===== config.mk =====
export PLATFORM = sky130hd
export DESIGN_NAME = sald_top
export DESIGN_NICKNAME = d
export VERILOG_FILES = /design/src/inc/sald_pkg.sv /design/src/verilog/sald_sync2.sv /design/src/verilog/sald_top.sv
export SDC_FILE = /design/constraint.sdc
export NUM_CORES = 1
export LEC_CHECK = 0
export BUFFER_PORTS_ARGS = -buffer_cell sky130_fd_sc_hd__buf_4
export CAP_MARGIN = 30
export CORE_ASPECT_RATIO = 1.25
export CORE_UTILIZATION = 45
export CTS_CLUSTER_DIAMETER = 80
export DETAILED_ROUTE_END_ITERATION = 6
export PLACE_DENSITY = 0.67
export SYNTH_ARGS = -nofsm -noshare
export SYNTH_HDL_FRONTEND = slang
export SYNTH_SLANG_ARGS = --single-unit

===== constraint.sdc =====
create_clock -name i_clk -period 2.45 [get_ports i_clk]
set_clock_uncertainty 0.1 [all_clocks]
set_input_delay 0.3675 -clock i_clk [delete_from_list [all_inputs] [get_ports i_clk]]
set_output_delay 0.3675 -clock i_clk [all_outputs]
set_load 0.02 [all_outputs]

===== src/inc/sald_pkg.sv =====
// package for the strap address and led driver
package sald_pkg;

  // ==========================================================
  // widths
  localparam int unsigned NUM_PINS = 5;
  localparam int unsigned STRETCH_W = 24;

  // ==========================================================
  // pin positions inside the dual-use pin vector
  localparam int unsigned PIN_ACTIVITY = 0;
  localparam int unsigned PIN_COLLISION = 1;
  localparam int unsigned PIN_LINK = 2;
  localparam int unsigned PIN_TRANSMIT = 3;
  localparam int unsigned PIN_RECEIVE = 4;

  // ==========================================================
  // timing
  localparam int unsigned CLK_MHZ = 125;
  localparam int unsigned REF_MHZ = 25;
  localparam int unsigned REF_DIV = CLK_MHZ / REF_MHZ;
  localparam int unsigned COL_STRETCH_MS = 70;
  localparam int unsigned COL_STRETCH_TICKS = COL_STRETCH_MS * 1000 * REF_MHZ;

  // ==========================================================
  // reset values
  localparam logic [NUM_PINS-1:0] ADDR_RST = 5'h00;
  localparam logic [STRETCH_W-1:0] STRETCH_ZERO = 24'h000000;
  localparam logic [2:0] DIV_ZERO = 3'h0;

  // ==========================================================
  // types
  typedef enum logic [0:0] {
    SALD_SAMPLE,
    SALD_DRIVE
  } sald_mode_e;

  typedef struct packed {
    logic rx_active;
    logic tx_active;
    logic collision;
    logic link_up;
    logic speed_100;
  } sald_status_s;

  typedef struct packed {
    logic [NUM_PINS-1:0] o;
    logic [NUM_PINS-1:0] oe;
  } sald_pin_drv_s;

endpackage


===== src/verilog/sald_sync2.sv =====
// two-flop synchroniser for a vector of pin inputs
`timescale 1ns/1ns
`default_nettype none

module sald_sync2 #(
  parameter int unsigned W = 1
) (
  // clock and reset
  input wire logic i_clk,
  input wire logic i_rstn,
  // data
  input wire logic [W-1:0] i_d,
  output logic [W-1:0] o_q
);

  logic [W-1:0] meta_q;
  logic [W-1:0] sync_q;

  always_ff @(posedge i_clk or negedge i_rstn)
  begin
    if (!i_rstn)
    begin
      meta_q <= '0;
      sync_q <= '0;
    end
    else
    begin
      meta_q <= i_d;
      sync_q <= meta_q;
    end
  end

  assign o_q = sync_q;

endmodule // sald_sync2

`default_nettype wire


===== src/verilog/sald_top.sv =====
// dual-use strap address and status led pin driver
`timescale 1ns/1ns
`default_nettype none

// Functional notes
// RULE1: during hardware reset pins are inputs; level captured at reset release
// RULE2: after capture every dual-use pin becomes an output driving status
// RULE3: software reset neither re-samples pins nor changes their direction
// RULE4: asserted output level is the inverse of the captured strap level
// RULE5: captured low gives address bit 0, captured high gives bit 1
// RULE6: five pins supply station address bits 0 to 4, one each
// RULE7: address bit 0 pin shows receive or transmit activity
// RULE8: address bit 1 pin shows collision, stretched about 70 ms
// RULE9: bits 2, 3, 4 pins show link, transmit and receive
// RULE10: speed output high at 100 Mb/s, low at 10 Mb/s
// RULE11: system reset is active low; low holds hardware reset
// RULE12: timing, collision stretch included, derives from 25 MHz reference
// RULE13: link indicator asserted with valid link, deasserted without
// RULE14: receive led follows rx activity; transmit led off when idle
// RULE15: captured address held unchanged until next hardware reset
module sald_top
  import sald_pkg::*;
#(
  parameter int unsigned STRETCH_TICKS = sald_pkg::COL_STRETCH_TICKS
) (
  // clock and reset
  input wire logic i_clk,
  input wire logic i_rstn,
  // software reset request from management logic
  input wire logic i_soft_reset,
  // link status from the phy core
  input wire sald_pkg::sald_status_s i_status,
  // dual-use pins
  input wire logic [sald_pkg::NUM_PINS-1:0] i_pin,
  output logic [sald_pkg::NUM_PINS-1:0] o_pin,
  output logic [sald_pkg::NUM_PINS-1:0] o_pin_oe,
  // captured address and speed indication
  output logic [sald_pkg::NUM_PINS-1:0] o_station_address,
  output logic o_speed_100
);

  import sald_pkg::*;

  // ==========================================================
  // pin synchroniser
  logic [NUM_PINS-1:0] pin_sync;

  sald_sync2 #(
    .W(NUM_PINS)
  ) u_sync (
    .i_clk(i_clk),
    .i_rstn(i_rstn),
    .i_d(i_pin),
    .o_q(pin_sync)
  );

  // ==========================================================
  // strap capture at third edge after release
  sald_mode_e mode_q, mode_d;
  logic [NUM_PINS-1:0] addr_q, addr_d;
  logic [1:0] settle_q, settle_d;

  always_comb
  begin
    mode_d = mode_q;
    addr_d = addr_q;
    settle_d = settle_q;
    unique case (mode_q)
      SALD_SAMPLE:
      begin
        // wait for synchroniser to carry post-reset levels
        if (settle_q != 2'h2)
          settle_d = settle_q + 2'h1;
        else
        begin
          addr_d = pin_sync; // RULE1 RULE5 RULE6
          mode_d = SALD_DRIVE; // RULE2
        end
      end
      SALD_DRIVE:
      begin
        // soft reset leaves mode and address alone
        mode_d = SALD_DRIVE; // RULE3 RULE15
      end
    endcase
  end

  always_ff @(posedge i_clk or negedge i_rstn)
  begin
    if (!i_rstn) // RULE11
    begin
      mode_q <= SALD_SAMPLE;
      addr_q <= ADDR_RST;
      settle_q <= 2'h0;
    end
    else
    begin
      mode_q <= mode_d;
      addr_q <= addr_d;
      settle_q <= settle_d;
    end
  end

  // ==========================================================
  // 25 MHz reference tick and collision stretch
  logic [2:0] div_q, div_d;
  logic ref_tick;
  logic [STRETCH_W-1:0] col_q, col_d;

  assign ref_tick = (div_q == 3'(REF_DIV - 1));

  always_comb
  begin
    div_d = ref_tick ? DIV_ZERO : div_q + 3'h1; // RULE12
    col_d = col_q;
    if (i_status.collision)
      col_d = STRETCH_W'(STRETCH_TICKS); // RULE8
    else if (ref_tick && col_q != STRETCH_ZERO)
      col_d = col_q - STRETCH_W'(1); // RULE12
  end

  always_ff @(posedge i_clk or negedge i_rstn)
  begin
    if (!i_rstn)
    begin
      div_q <= DIV_ZERO;
      col_q <= STRETCH_ZERO;
    end
    else
    begin
      div_q <= div_d;
      col_q <= col_d;
    end
  end

  // ==========================================================
  // led indications and pin drive
  logic [NUM_PINS-1:0] ind;
  sald_pin_drv_s drv_q, drv_d;
  logic spd_q, spd_d;

  always_comb
  begin
    ind = '0;
    ind[PIN_ACTIVITY] = i_status.rx_active | i_status.tx_active; // RULE7
    ind[PIN_COLLISION] = (col_q != STRETCH_ZERO); // RULE8
    ind[PIN_LINK] = i_status.link_up; // RULE9 RULE13
    ind[PIN_TRANSMIT] = i_status.tx_active; // RULE9 RULE14
    ind[PIN_RECEIVE] = i_status.rx_active; // RULE9 RULE14
    drv_d.oe = '0;
    drv_d.o = '0;
    if (mode_d == SALD_DRIVE)
    begin
      drv_d.oe = '1; // RULE2 RULE3
      // idle level equals the strap, asserted level is its inverse
      drv_d.o = ind ^ addr_d; // RULE4
    end
    spd_d = i_status.speed_100; // RULE10
  end

  always_ff @(posedge i_clk or negedge i_rstn)
  begin
    if (!i_rstn)
    begin
      drv_q <= '0;
      spd_q <= 1'b0;
    end
    else
    begin
      drv_q <= drv_d;
      spd_q <= spd_d;
    end
  end

  assign o_pin = drv_q.o;
  assign o_pin_oe = drv_q.oe;
  assign o_station_address = addr_q;
  assign o_speed_100 = spd_q;
endmodule // sald_top

`default_nettype wire


Word level (Yosys, flattened, before mapping)
Cells that the tools add are included.

Bitwise operators: 3. Reductions and logical operators: 4. Equality and inequality tests: 2. Mux-type cells: 8. Add/subtract/negate cells: 3.

Operators by type and width (count): 2-to-1 mux 24 bit (2); nonzero test 24 bit (1); subtractor 24 x 1 -> 24 bit, second input constant (1); 2-to-1 mux 10 bit (1); 2-to-1 mux 5 bit (2); XOR 5 bit (1); adder 3 x 1 -> 3 bit, second input constant (1); equality test 3 bit, second input constant (1); 2-to-1 mux 3 bit (1); adder 2 x 1 -> 2 bit, second input constant (1); != test 2 bit, second input constant (1); case mux 1 bit (2 select lines) (1); AND reduction 2 bit (1); nonzero test 2 bit (1); logical AND 1 bit (1); 2-to-1 mux 1 bit (1); inverter 1 bit (1); bitwise OR 1 bit (1).

Flip-flop bits (word level): 56. Logic and storage cells: 30. Output and inout bits: 16. Bits of input ports: 13.

Depth between registers and ports, before layout
Word-level depth: 5. Gate-level depth with buffers: 8. Depth with buffers taken out: 7.

Cells and area by module
Synthesis repeated with hierarchy kept, for this count alone.

Cell total of the unflattened synthesis: 201. Area total of the unflattened synthesis: 2288.4 um^2.

By module, submodules not included: sald_top (instances 1, cells each 191, sequential area each 1026.0 um^2, area an instance 2038.2 um^2); sald_sync2 (instances 1, cells each 10, sequential area each 250.2 um^2, area an instance 250.2 um^2).

Worst setup path after synthesis
Ideal clock, no wire load.

Path type: reg-to-reg. Start point: register col_q[13]. End point: register col_q[7]. Slack: -0.059 ns. Arrival time: 2.278 ns. Data required time: 2.219 ns. Period minus slack after synthesis: 2.509 ns. Cell stages (with the launch flop): 9. Buffers on the path: 3. Setup time: 0.131 ns. Cell sequence: dfrtp_1 or4_1 buf_2 or2_2 buf_2 o31ai_4 buf_6 nor4_1 or3_1.

Cells in the longest elaborated chain, start to end: 3.

Ends and longest elaborated chain: start: declaration (line sald_top.sv:108) `logic [STRETCH_W-1:0] col_q, col_d;`; start signal: assignment (line sald_top.sv:132) `col_q <= col_d;`; nonzero test 24 bit (line sald_top.sv:118) `else if (ref_tick && col_q != STRETCH_ZERO)`; logical AND 1 bit (line sald_top.sv:118); nonzero test 2 bit (no source line).

No other way between the ends. A chain may end at the register's enable or synchronous reset.

Worst setup path after layout
Start point: register col_q[9]. End point: register col_q[17].

Cells in the longest elaborated chain, start to end: 3. Elaborated cells on any way between the ends: 6. Classes of those cells: 1 x add/sub; 2 x mux; 3 x reduce/logical.

Ends and longest elaborated chain (line): subtractor 24 x 1 -> 24 bit or nonzero test 24 bit (tied branches) (sald_top.sv:119, sald_top.sv:118); 2-to-1 mux 24 bit or logical AND 1 bit (tied branches) (sald_top.sv:118); 2-to-1 mux 24 bit or nonzero test 2 bit (tied branches).

Several ways; a longest one is shown, not always the timed one. The select of a mux whose other input is x is not followed.

==> impl_results.md <==
* Setup slack after placement at roughly 0.031 ns
* DR vias/cell at about 5.3
* Critical path startpoint category: flop
* Final Cell Area at roughly 0.0028 mm²
* Area of the mapped netlist at ~0.0023 mm²
* DRC Markers at 0
* Share of layout cells above drive strength 1 at 0.292
* Final worst path period share at 0.984
* IO buf count at 27
* Synth unique cells at 43
* Multi-input gate area at 942 µm²
* Avg WL per Cell at roughly 13 µm
* Placed cell areas at about 0.0026 mm²
* Total Negative Setup Slacks at 0 ns
* Dpl hpwl at approximately 2800 µm
* Final WS setup at approximately 0.039 ns
* Vias at about 1.6k
* Syn. warnings at 0
* Arrival time worst endpoint at 2.54 ns
* Most used cell, CP: or3_4
* Largest cells by area after synthesis: dfrtp_1, or3_1, ha_1
* Peak Freq at approximately 410 MHz
* RD Place Congestion at 0.720
* CTS Sinks at 51
* Worst stage delay on the critical path at about 0.54 ns
* Worst path cell trace: or4_4 > or3_4 > or3_4 > or4_1 > nand3_1
* Yosys reg bits at 51
* Number of global-route vias before repair at 1,584
* CTS tree: built
* Register area at approximately 0.0013 mm²
* Period minus WS final at 2.41 ns
* Nets at 260
* Final Hold Viols at 0
* Die height at just over 80 µm
* Status: finished, final reports clean
* Num ports at 29
* Largest net degree at the start of global routing at 52
* Overall routing resource usage at 0.164
* H-tree Lvls at 2
* CP Max Fanout at 5
* CTS max path bufs at 2
* Die span in x at 66.1 µm
* Primary FF master, synth: dfrtp_1
* Hold Path Class: primary input to flop
* Async set-reset flop share out of synthesis at 1.00
* Dominant cell type by area after synthesis: dfrtp_1
* Detail Route Antenna Nets at 0
* Hold_ws at around 0.066 ns
* Grt ovf at 0
* Final Setup Violations at 0
* Number of DRC markers in iteration 0 at between 40 and 50
* Worst-Margin Slew at between 0.6 and 0.7 ns
* PD cells at about 540 mW/mm²
* Core Region at 0.00483 mm²
* Slowest CP cell: or4_4
* Endpoint class of the critical path: flop
* Pwr Total at around 0.0015 W
* Register area share after synthesis at 0.552
* Post-Syn Instances at just over 200
* Row count at 28
* Syn_area_per_cell at roughly 11 µm²
* Worst VDD drop at ~280 µV
* Final WL at between 4000 and 5000 µm
* Area growth, synth to finish at 19.1%
* RSZ-0062 raised after global routing: yes
* Die area at around 0.0054 mm²
* Pleak at roughly 1.1 nW
* Crit Path Class: flop to flop
* Initial antenna violation count at 0
* Antenna diode count at 0
* CTS Root Cell: clkbuf_8
* Skew-Pair Late Insertion Delay at 0.30 ns
* Reg clk slew, reported paths at around 0.09 ns
* Post-Syn Nets at between 200 and 250
* CP required at about 2.6 ns
* Top cell type's share of synthesized area at 0.552
* First-pass GRT wire length at 6720 µm
* Layout filler cell count at approximately 430
* Most numerous cell in the Yosys netlist: dfrtp_1
* Initial core utilization at 0.479
* Normalized max-slew margin at 0.585
* Number of synthesized flops with an enable pin at 0
* CTS Buf Count at 5
* Drt pass-1 iters at 4
* Synth cell count leaders: dfrtp_1, or3_1, nor2_1
* Final Slew Violations at 0
* # Max-Cap Violations at 0
final cells by class:
type,count,area share
Sequential cell,51,0.463
Inverter,8,0.0109
Clock buffer,6,0.0300
Timing Repair Buffer,44,0.121
Clock inverter,2,0.00590
Multi-Input combinational cell,132,0.342
Tap cell,60,0.0272
final timing paths:
path | start | endpoint | slack [ns] | cells past startpoint
worst min register to register | u_sync.meta_q[1]$_DFF_PN0_ | u_sync.o_q[1]$_DFF_PN0_ | 0.25 | 0
min in group asynchronous | i_rstn | o_speed_100$_DFF_PN0_ | 0.52 | 2
worst max register to register | col_q[9]$_DFFE_PN0P_ | col_q[17]$_DFFE_PN0P_ | 0.04 | 5
max in group asynchronous | i_rstn | col_q[10]$_DFFE_PN0P_ | 1.31 | 2
worst max-delay path | col_q[9]$_DFFE_PN0P_ | col_q[17]$_DFFE_PN0P_ | 0.04 | 5
worst min-delay path | i_status[0] | o_speed_100$_DFF_PN0_ | 0.07 | 1
cell usage in the layout, fill, tap and decap left out, drive strengths merged, types with 5 or more instances in the layout:
master / Yosys / layout
clkbuf: 2 / 6
o31ai: 6 / 6
ha: 5 / 5
buf: 10 / 43
inv: 7 / 7
nor3: 10 / 10
nor2: 11 / 11
mux2: 6 / 6
or3: 14 / 14
or4: 6 / 6
a21oi: 7 / 7
dfrtp: 51 / 51
o21ai: 10 / 10
nand2: 8 / 8
nand3: 5 / 5
or2: 7 / 7
metal layers:
layer,share of wire,track usage,vias to the layer above
met3,0.033,0.0467,4
met2,0.51,0.307,27
met1,0.44,0.180,776
li1,-,-,795
met4,0.0079,0.0383,0
met5,0,0,-
timing repair:
action,in CTS,in global routing
hold endpoints to repair,16,0
resized for setup,0,2
buffers inserted,0,5
hold buffers,1,0
setup endpoints to repair,0,6
flip-flops by register name, indices dropped and copies added, names as in the netlist:
| name | count |
|---|---|
| col_q | 24 |
| div_q | 3 |
| o_pin | 5 |
| o_pin_oe | 1 |
| o_speed_100 | 1 |
| o_station_address | 5 |
| settle_q | 2 |
| u_sync.meta_q | 5 |
| u_sync.o_q | 5 |
through the flow:
| step | utilization | cells |
|---|---|---|
| finish | 0.570 | 303 |
| global route | 0.570 | 303 |
| CTS | 0.561 | 298 |
| detailed placement | 0.538 | 289 |
| global placement | 0.538 | 289 |
| floorplan | - | 203 |
where the power goes:
part           total, W  internal [W]  leakage [nW]  switching, W
combinational  0.000107     0.0000452         0.486     0.0000613
clock          0.000501      0.000231        0.0474      0.000270
sequential     0.000869      0.000862         0.586    0.00000647
total           0.00148       0.00114          1.12      0.000338
kinds of logic (layout without fill, tap and decap cells):
kind of cell    Yosys count  in the layout  share of synthesized area
flops                    51             51                      0.552
xor+xnor                  8              8                     0.0303
compound gates           33             33                      0.106
fa+ha+maj                 5              5                     0.0270
simple gates             77             77                      0.197
buf+inv                  20             60                     0.0454
mux                       9              9                     0.0422
worst max-delay path, delay by kind of cell, from the launching register on:
family / cells / cell delay (ns)
flip-flops: 1 / 0.38
AND/OR/NAND/NOR: 5 / 1.86
Power figures use the tool's default switching activity.
